--- src/include/dsc_defines.svh ---
`ifndef DSC_DEFINES_SVH
`define DSC_DEFINES_SVH

// Serial word layout: 20 data bits above 2 address bits
`define DSC_WORD_W 22
`define DSC_DATA_W 20
`define DSC_ADDR_W 2
`define DSC_REG_RESET 20'h00000

// Register addresses carried in the word's low bits
`define DSC_ADDR_AUX_REF 2'h0
`define DSC_ADDR_AUX_FB 2'h1
`define DSC_ADDR_MAIN_REF 2'h2
`define DSC_ADDR_MAIN_FB 2'h3

// Field positions, counted in serial word bit positions
`define DSC_SWALLOW_LSB 2
`define DSC_SWALLOW_MSB 6
`define DSC_BINARY_LSB 7
`define DSC_BINARY_MSB 19
`define DSC_REFDIV_LSB 2
`define DSC_REFDIV_MSB 16
`define DSC_POL_BIT 17
`define DSC_GAIN_BIT 18
`define DSC_HIZ_BIT 19
`define DSC_PRESC_BIT 20
`define DSC_SLEEP_BIT 21
`define DSC_OSEL_LO_BIT 20
`define DSC_OSEL_HI_BIT 21

// Multi-function pin selections
`define DSC_OSEL_LOW 4'h0
`define DSC_OSEL_AUX_REF_A 4'h1
`define DSC_OSEL_MAIN_REF_A 4'h2
`define DSC_OSEL_FAST_ACQ 4'h3
`define DSC_OSEL_AUX_LOCK 4'h4
`define DSC_OSEL_AUX_FB_A 4'h5
`define DSC_OSEL_MAIN_FB_A 4'h6
`define DSC_OSEL_RST_AUX 4'h7
`define DSC_OSEL_MAIN_LOCK 4'h8
`define DSC_OSEL_AUX_REF_B 4'h9
`define DSC_OSEL_MAIN_REF_B 4'hA
`define DSC_OSEL_RST_MAIN 4'hB
`define DSC_OSEL_BOTH_LOCK 4'hC
`define DSC_OSEL_AUX_FB_B 4'hD
`define DSC_OSEL_MAIN_FB_B 4'hE
`define DSC_OSEL_RST_ALL 4'hF

// Width of the pin synchroniser bank
`define DSC_SYNC_W 10

`endif

--- src/include/dsc_pkg.sv ---
package dsc_pkg;

  // Decoded settings of one synthesizer loop
  typedef struct packed {
    logic [4:0] swallow_count;
    logic [12:0] binary_count;
    logic [14:0] reference_divide_value;
    logic prescaler_select;
    logic detector_polarity;
    logic pump_gain_select;
    logic pump_high_impedance;
    logic sleep_request;
  } dsc_loop_cfg_t;

  // Live signals coming back from one loop
  typedef struct packed {
    logic ref_div;
    logic fb_div;
    logic pump_active;
  } dsc_loop_status_t;

  typedef enum logic [1:0] {
    PWR_ACTIVE,
    PWR_WAIT,
    PWR_SLEEP
  } dsc_pwr_state_t;

endpackage

--- src/core/dsc_ctrl_regs.sv ---
`timescale 1ns/100ps
`include "dsc_defines.svh"


module dsc_ctrl_regs import dsc_pkg::*; (
  input wire logic clk_sys,
  input wire logic rst_n,
  input wire logic ser_clk,
  input wire logic ser_data,
  input wire logic latch_strobe,
  input wire dsc_loop_status_t aux_status,
  input wire dsc_loop_status_t main_status,
  input wire logic fast_acq_on,
  output dsc_loop_cfg_t aux_cfg,
  output dsc_loop_cfg_t main_cfg,
  output logic [3:0] multi_output_select,
  output logic aux_sleep,
  output logic main_sleep,
  output logic aux_counter_hold,
  output logic main_counter_hold,
  output logic multi_out,
  output logic multi_oe
);

  logic [`DSC_SYNC_W-1:0] pins_sync;
  logic s_clk;
  logic s_data;
  logic s_latch;
  dsc_loop_status_t aux_s;
  dsc_loop_status_t main_s;
  logic s_fast;

  // Every pin but clk_sys and rst_n passes two flops before use
  dsc_sync2 #(.W(`DSC_SYNC_W)) u_sync (
    .clk_sys(clk_sys),
    .rst_n(rst_n),
    .async_in({ser_clk, ser_data, latch_strobe, aux_status, main_status, fast_acq_on}),
    .sync_out(pins_sync)
  );

  assign {s_clk, s_data, s_latch, aux_s, main_s, s_fast} = pins_sync;

  // Field decode shared by both loops
  function automatic dsc_loop_cfg_t decode_loop(input logic [`DSC_DATA_W-1:0] ref_r,
                                                input logic [`DSC_DATA_W-1:0] fb_r);
    logic [`DSC_WORD_W-1:0] rw;
    logic [`DSC_WORD_W-1:0] fw;
    dsc_loop_cfg_t c;
    rw = {ref_r, 2'h0};
    fw = {fb_r, 2'h0};
    c.swallow_count = fw[`DSC_SWALLOW_MSB:`DSC_SWALLOW_LSB];
    c.binary_count = fw[`DSC_BINARY_MSB:`DSC_BINARY_LSB];
    c.reference_divide_value = rw[`DSC_REFDIV_MSB:`DSC_REFDIV_LSB];
    c.prescaler_select = fw[`DSC_PRESC_BIT];
    c.sleep_request = fw[`DSC_SLEEP_BIT];
    c.detector_polarity = rw[`DSC_POL_BIT];
    c.pump_gain_select = rw[`DSC_GAIN_BIT];
    c.pump_high_impedance = rw[`DSC_HIZ_BIT];
    return c;
  endfunction

  // Serial shift and register commit
  logic [`DSC_WORD_W-1:0] shift;
  logic [`DSC_WORD_W-1:0] next_shift;
  logic sclk_prev;
  logic latch_prev;
  logic [`DSC_DATA_W-1:0] aux_ref;
  logic [`DSC_DATA_W-1:0] aux_fb;
  logic [`DSC_DATA_W-1:0] main_ref;
  logic [`DSC_DATA_W-1:0] main_fb;
  logic [`DSC_DATA_W-1:0] next_aux_ref;
  logic [`DSC_DATA_W-1:0] next_aux_fb;
  logic [`DSC_DATA_W-1:0] next_main_ref;
  logic [`DSC_DATA_W-1:0] next_main_fb;
  logic latch_rise;

  assign latch_rise = s_latch && !latch_prev;
  // Shifting keeps running while a loop sleeps
  always_comb begin
    next_shift = shift;
    next_aux_ref = aux_ref;
    next_aux_fb = aux_fb;
    next_main_ref = main_ref;
    next_main_fb = main_fb;
    if (s_clk && !sclk_prev) begin
      next_shift = {shift[`DSC_WORD_W-2:0], s_data};
    end
    if (latch_rise) begin
      case (shift[`DSC_ADDR_W-1:0])
        `DSC_ADDR_AUX_REF: next_aux_ref = shift[`DSC_WORD_W-1:`DSC_ADDR_W];
        `DSC_ADDR_AUX_FB: next_aux_fb = shift[`DSC_WORD_W-1:`DSC_ADDR_W];
        `DSC_ADDR_MAIN_REF: next_main_ref = shift[`DSC_WORD_W-1:`DSC_ADDR_W];
        `DSC_ADDR_MAIN_FB: next_main_fb = shift[`DSC_WORD_W-1:`DSC_ADDR_W];
        default: next_aux_ref = aux_ref;
      endcase
    end
  end

  always_ff @(posedge clk_sys) begin
    if (!rst_n) begin
      shift <= '0;
      sclk_prev <= 1'b0;
      latch_prev <= 1'b0;
      aux_ref <= `DSC_REG_RESET;
      aux_fb <= `DSC_REG_RESET;
      main_ref <= `DSC_REG_RESET;
      main_fb <= `DSC_REG_RESET;
    end else begin
      shift <= next_shift;
      sclk_prev <= s_clk;
      latch_prev <= s_latch;
      aux_ref <= next_aux_ref;
      aux_fb <= next_aux_fb;
      main_ref <= next_main_ref;
      main_fb <= next_main_fb;
    end
  end

  // High impedance follows the register bit with no extra delay
  assign aux_cfg = decode_loop(aux_ref, aux_fb);
  assign main_cfg = decode_loop(main_ref, main_fb);
  assign multi_output_select = {main_ref[`DSC_OSEL_HI_BIT-`DSC_ADDR_W],
                                aux_ref[`DSC_OSEL_HI_BIT-`DSC_ADDR_W],
                                main_ref[`DSC_OSEL_LO_BIT-`DSC_ADDR_W],
                                aux_ref[`DSC_OSEL_LO_BIT-`DSC_ADDR_W]};

  // Power state per loop, index 0 aux and 1 main
  dsc_pwr_state_t pwr [2];
  dsc_pwr_state_t next_pwr [2];
  logic [1:0] req;
  logic [1:0] hiz;
  logic [1:0] pump_now;
  logic [1:0] pump_prev;
  logic [1:0] pump_fall;

  assign req = {main_cfg.sleep_request, aux_cfg.sleep_request};
  assign hiz = {main_cfg.pump_high_impedance, aux_cfg.pump_high_impedance};
  assign pump_now = {main_s.pump_active, aux_s.pump_active};
  assign pump_fall = pump_prev & ~pump_now;

  // A driving pump must finish its pulse, else loop filter charge is lost
  always_comb begin
    for (int i = 0; i < 2; i++) begin
      next_pwr[i] = pwr[i];
      case (pwr[i])
        PWR_ACTIVE: begin
          if (req[i] && hiz[i]) begin
            next_pwr[i] = PWR_SLEEP;
          end else if (req[i]) begin
            next_pwr[i] = PWR_WAIT;
          end
        end
        PWR_WAIT: begin
          if (!req[i]) begin
            next_pwr[i] = PWR_ACTIVE;
          end else if (hiz[i] || pump_fall[i]) begin
            next_pwr[i] = PWR_SLEEP;
          end
        end
        PWR_SLEEP: begin
          if (!req[i]) begin
            next_pwr[i] = PWR_ACTIVE;
          end
        end
        default: next_pwr[i] = PWR_ACTIVE;
      endcase
    end
  end

  always_ff @(posedge clk_sys) begin
    if (!rst_n) begin
      pump_prev <= 2'h0;
      for (int i = 0; i < 2; i++) begin
        pwr[i] <= PWR_ACTIVE;
      end
    end else begin
      pump_prev <= pump_now;
      for (int i = 0; i < 2; i++) begin
        pwr[i] <= next_pwr[i];
      end
    end
  end

  assign aux_sleep = (pwr[0] == PWR_SLEEP);
  assign main_sleep = (pwr[1] == PWR_SLEEP);

  // Multi-function pin and counter holds
  logic next_out;
  logic next_oe;
  logic next_aux_hold;
  logic next_main_hold;

  // Open-drain choices keep the level low and switch only the enable
  always_comb begin
    next_out = 1'b0;
    next_oe = 1'b1;
    next_aux_hold = aux_sleep;
    next_main_hold = main_sleep;
    case (multi_output_select)
      `DSC_OSEL_LOW: next_oe = 1'b1;
      `DSC_OSEL_AUX_REF_A, `DSC_OSEL_AUX_REF_B: next_out = aux_s.ref_div;
      `DSC_OSEL_AUX_FB_A, `DSC_OSEL_AUX_FB_B: next_out = aux_s.fb_div;
      `DSC_OSEL_MAIN_REF_A, `DSC_OSEL_MAIN_REF_B: next_out = main_s.ref_div;
      `DSC_OSEL_MAIN_FB_A, `DSC_OSEL_MAIN_FB_B: next_out = main_s.fb_div;
      `DSC_OSEL_FAST_ACQ: next_oe = s_fast;
      `DSC_OSEL_AUX_LOCK: next_oe = aux_s.pump_active;
      `DSC_OSEL_MAIN_LOCK: next_oe = main_s.pump_active;
      `DSC_OSEL_BOTH_LOCK: next_oe = aux_s.pump_active || main_s.pump_active;
      `DSC_OSEL_RST_AUX: next_aux_hold = 1'b1;
      `DSC_OSEL_RST_MAIN: next_main_hold = 1'b1;
      `DSC_OSEL_RST_ALL: begin
        next_aux_hold = 1'b1;
        next_main_hold = 1'b1;
      end
      default: next_oe = 1'b1;
    endcase
  end

  // Both dividers of a loop share one hold, so they release together
  always_ff @(posedge clk_sys) begin
    if (!rst_n) begin
      multi_out <= 1'b0;
      multi_oe <= 1'b1;
      aux_counter_hold <= 1'b0;
      main_counter_hold <= 1'b0;
    end else begin
      multi_out <= next_out;
      multi_oe <= next_oe;
      aux_counter_hold <= next_aux_hold;
      main_counter_hold <= next_main_hold;
    end
  end

  latch_commit_a: assert property (
    @(posedge clk_sys) disable iff (!rst_n)
    (latch_rise && shift[1:0] == `DSC_ADDR_MAIN_FB) |=> (main_fb == $past(shift[21:2])))
    else $error("main feedback not loaded on latch");
  shift_in_a: assert property (
    @(posedge clk_sys) disable iff (!rst_n)
    (s_clk && !sclk_prev) |=> (shift[0] == $past(s_data) && shift[21:1] == $past(shift[20:0])))
    else $error("serial bit not shifted in");
  swallow_field_a: assert property (
    @(posedge clk_sys) disable iff (!rst_n)
    (latch_rise && shift[1:0] == `DSC_ADDR_AUX_FB) |=> (aux_cfg.swallow_count == $past(shift[6:2])))
    else $error("aux swallow count wrong");
  hiz_follow_a: assert property (
    @(posedge clk_sys) disable iff (!rst_n)
    (latch_rise && shift[1:0] == `DSC_ADDR_AUX_REF)
      |=> (aux_cfg.pump_high_impedance == $past(shift[19])))
    else $error("aux high impedance not applied");
  sync_sleep_a: assert property (
    @(posedge clk_sys) disable iff (!rst_n)
    (pwr[0] != PWR_SLEEP && req[0] && !hiz[0] && !pump_fall[0]) |=> (pwr[0] != PWR_SLEEP))
    else $error("aux slept before pump pulse ended");
  async_sleep_a: assert property (
    @(posedge clk_sys) disable iff (!rst_n)
    (req[1] && hiz[1]) |=> main_sleep)
    else $error("main did not sleep at once");
  pin_low_a: assert property (
    @(posedge clk_sys) disable iff (!rst_n)
    (multi_output_select == `DSC_OSEL_LOW) |=> (multi_oe && !multi_out))
    else $error("pin not driven low");
  pin_route_a: assert property (
    @(posedge clk_sys) disable iff (!rst_n)
    (multi_output_select == `DSC_OSEL_AUX_FB_B) |=> (multi_oe && multi_out == $past(aux_s.fb_div)))
    else $error("aux feedback not routed");
  lock_drain_a: assert property (
    @(posedge clk_sys) disable iff (!rst_n)
    (multi_output_select == `DSC_OSEL_MAIN_LOCK)
      |=> (!multi_out && multi_oe == $past(main_s.pump_active)))
    else $error("main lock output wrong");
  hold_all_a: assert property (
    @(posedge clk_sys) disable iff (!rst_n)
    (multi_output_select == `DSC_OSEL_RST_ALL)
      |=> (aux_counter_hold && main_counter_hold && multi_oe && !multi_out))
    else $error("counters not held");

endmodule

--- src/core/dsc_sync2.sv ---
`timescale 1ns/100ps
`include "dsc_defines.svh"

module dsc_sync2 import dsc_pkg::*; #(
  parameter int W = `DSC_SYNC_W
) (
  input wire logic clk_sys,
  input wire logic rst_n,
  input wire logic [W-1:0] async_in,
  output logic [W-1:0] sync_out
);

  logic [W-1:0] meta;

  // First stage feeds only the second stage
  always_ff @(posedge clk_sys) begin
    if (!rst_n) begin
      meta <= '0;
      sync_out <= '0;
    end else begin
      meta <= async_in;
      sync_out <= meta;
    end
  end

endmodule

--- config.mk ---
export PLATFORM = sky130hd
export DESIGN_NAME = dsc_ctrl_regs
export DESIGN_NICKNAME = d
export VERILOG_FILES = /design/src/include/dsc_pkg.sv /design/src/core/dsc_ctrl_regs.sv /design/src/core/dsc_sync2.sv
export VERILOG_INCLUDE_DIRS = /design/src /design/src/include
export SDC_FILE = /design/constraint.sdc
export NUM_CORES = 1
export LEC_CHECK = 0
export BUFFER_PORTS_ARGS = -buffer_cell sky130_fd_sc_hd__buf_2
export CAP_MARGIN = 15
export CORE_ASPECT_RATIO = 1.1
export CORE_MARGIN = 3
export CORE_UTILIZATION = 50
export DETAILED_ROUTE_END_ITERATION = 7
export GPL_TIMING_DRIVEN = 0
export PLACE_DENSITY = 0.75
export SYNTH_ARGS = -nofsm -noshare
export SYNTH_HDL_FRONTEND = slang
export SYNTH_SLANG_ARGS = --single-unit
--- constraint.sdc ---
create_clock -name clk_sys -period 1.7 [get_ports clk_sys]
set_input_delay 0.085 -clock clk_sys [delete_from_list [all_inputs] [get_ports clk_sys]]
set_output_delay 0.085 -clock clk_sys [all_outputs]
set_load 0.02 [all_outputs]
==> run metrics <==
fill count 677; largest net degree at the start of global routing 17; CTS Buf Count 17; Syn Nets around 490; Final Slew Violations 0; antenna cells 0; share of post-route cells with drive strength above 1 0.212; Rel. slew slack 0.629; I/O pin cnt 98; Critical Path RT 2.10 ns; wire length per cell 15.4 µm; CP Launch Type flip-flop; total clock sinks 134; Post-Syn Area 4430 µm²; Via density 5.40; Die Wd 95.8 µm; TNS Setup 0 ns; Most used DFF post-synth dfxtp_1; Setup CP Type flip-flop to flip-flop; overall power 7120 µW; 1st-iter DRT viols approximately 190; fin worst setup slack between 0.2 and 0.25 ns; number of I/O port buffers 96; sequential share of the synthesized area 0.605; Yosys top cell area share 0.605; RSZ-0062 raised after global routing false; post-synth cell types 28; Post-DRT Antenna Nets 0; P per Cell Area roughly 1200 nW/µm²; Worst-Skew Late Latency 0.51 ns; Detailed Route WL 11.2 mm; placer congestion estimate 0.834; Root Driver clkbuf_8; Worst Skew 0.00825 ns; syn avg cell area just over 9 µm²; full die area 10000 µm²; P&R area growth vs syn 30.1%; Crit. End Element flip-flop; Critical Path AT 1.87 ns; clock slew at reported path FFs roughly 0.06 ns; Pleak 0.00233 µW; min cycle time layout ~1.5 ns; FMAX 681 MHz; Hold Vio Cnt, Final 0; pre-CTS WS 0.254 ns; number of global-route vias before repair between 3000 and 4000; Final period util 0.864; worst-path fanout max 10; GRT Total Usage 0.229; die height 105 µm; Initial Util 0.522; number of setup buffers added after CTS 0; status complete, no violations; global route total overflow 0; Setup-failing EPs final 0; initial antenna violation count 0; Max IR drop VDD approximately 0.76 mV; routed vias 3928; drc violations 0; Nets 617; H-tree depth 4; number of synthesized flops with an enable pin 0; drt pass-1 iters 5; first-pass GRT wire length approximately 18 mm; worst slew pin tran 0.557 ns; Ys Warns 0; Max-Cap Viols 0; main area contributors after synthesis dfxtp_1 (61%), nand3_1 (9.3%), o21ai_0 (6.8%); TritonCTS clock tree yes; Async S/R FF share, synth 0; floorplan row count 35; core area 8500 µm²; hold crit path type input pin to flip-flop; Seq cells post-synth roughly 130; Placed Area 5050 µm²; biggest area consumer among synthesized cells dfxtp_1; final core occ 0.679; deepest clock path buffer count 2; Synth top cells by count dfxtp_1 (134), nand3_1 (82), nand2_1 (66); final instance area 5770 µm²; most common cell in the netlist dfxtp_1; HPWL after DPL ~7.6 mm; cell count after synthesis 480
-- logic make-up (layout without fill, tap and decap cells) --
logic type      after synthesis  after routing  share of synthesized area
buf+inv                      43            180                     0.0378
flops                       134            134                      0.605
mux                           1              1                    0.00226
simple gates                189            189                      0.211
compound gates              113            113                      0.144
-- path summary, 6_finish.rpt --
check / start / end / slack, ns / cells past startpoint
min: rst_n / multi_oe / 0.07 / 3
min reg2reg: u_sync.meta[6] / u_sync.sync_out[6] / 0.43 / 1
max reg2reg: shift[1] / aux_fb[0] / 0.23 / 4
max: shift[1] / aux_fb[0] / 0.23 / 4
-- critical path: stages (launching register included) --
cell and delay, ns:
dfxtp_1 0.40, nand4bb_1 0.24, clkbuf_1 0.39, nand3_1 0.17, o21ai_0 0.17
-- layout by cell type (no fill, tap or decap), types with 3 or more instances in the layout --
cell type,Yosys,final
and2_1,24,24
clkbuf_1,31,32
o21ai_0,60,60
dlygate4sd3_1,0,10
buf_2,5,101
inv_6,0,4
dfxtp_1,134,134
o21ai_1,22,22
inv_1,4,4
nand2b_1,3,3
bufinv_16,0,4
a21oi_1,3,3
nand3_1,82,82
a21boi_0,24,24
nand2_1,66,66
buf_1,3,3
clkbuf_16,0,16
-- final cells by class --
class,count,area [µm²],share of cell area
Clock buffer,18,418,0.0725
Inverter,4,15.0,0.00260
Buffer,39,153,0.0265
Sequential cell,134,2680,0.465
Multi-Input combinational cell,303,1580,0.275
Timing Repair Buffer,106,581,0.101
Tap cell,111,139,0.0241
Clock inverter,13,195,0.0339
-- report_power, final --
group,internal (µW),switching (µW)
Sequential,3170,7.86
Clock,2400,1390
Combinational,57.6,95.9
Total,5620,1500
-- registers in the layout (all words and copies together), names as in the netlist, 4 cells and up --
signal and flops:
u_sync.sync_out 10, pwr 4, u_sync.meta 10, aux_fb 20, aux_ref 20, main_ref 20
shift 22, main_fb 20
-- metrics by stage --
stage	hold slack [ns]	std cells
finish	0.0731	728
global placement	0.290	687
floorplan	0.212	480
detailed placement	0.293	687
CTS	0.0759	728
global route	0.153	728
-- routing by layer --
metal | vias to the layer above | track usage | wire length (µm)
li1 | 1899 | - | -
met2 | 150 | 0.393 | 5730
met4 | 0 | 0.0783 | 170
met3 | 19 | 0.0641 | 766
met1 | 1860 | 0.268 | 4540
met5 | - | 0 | 0
-- repair_timing --
item / CTS / global route
resized for setup: 0 / 0
hold buffers: 10 / 0
hold endpoints to repair: 10 / 0
(Power assumes the default switching activity.)
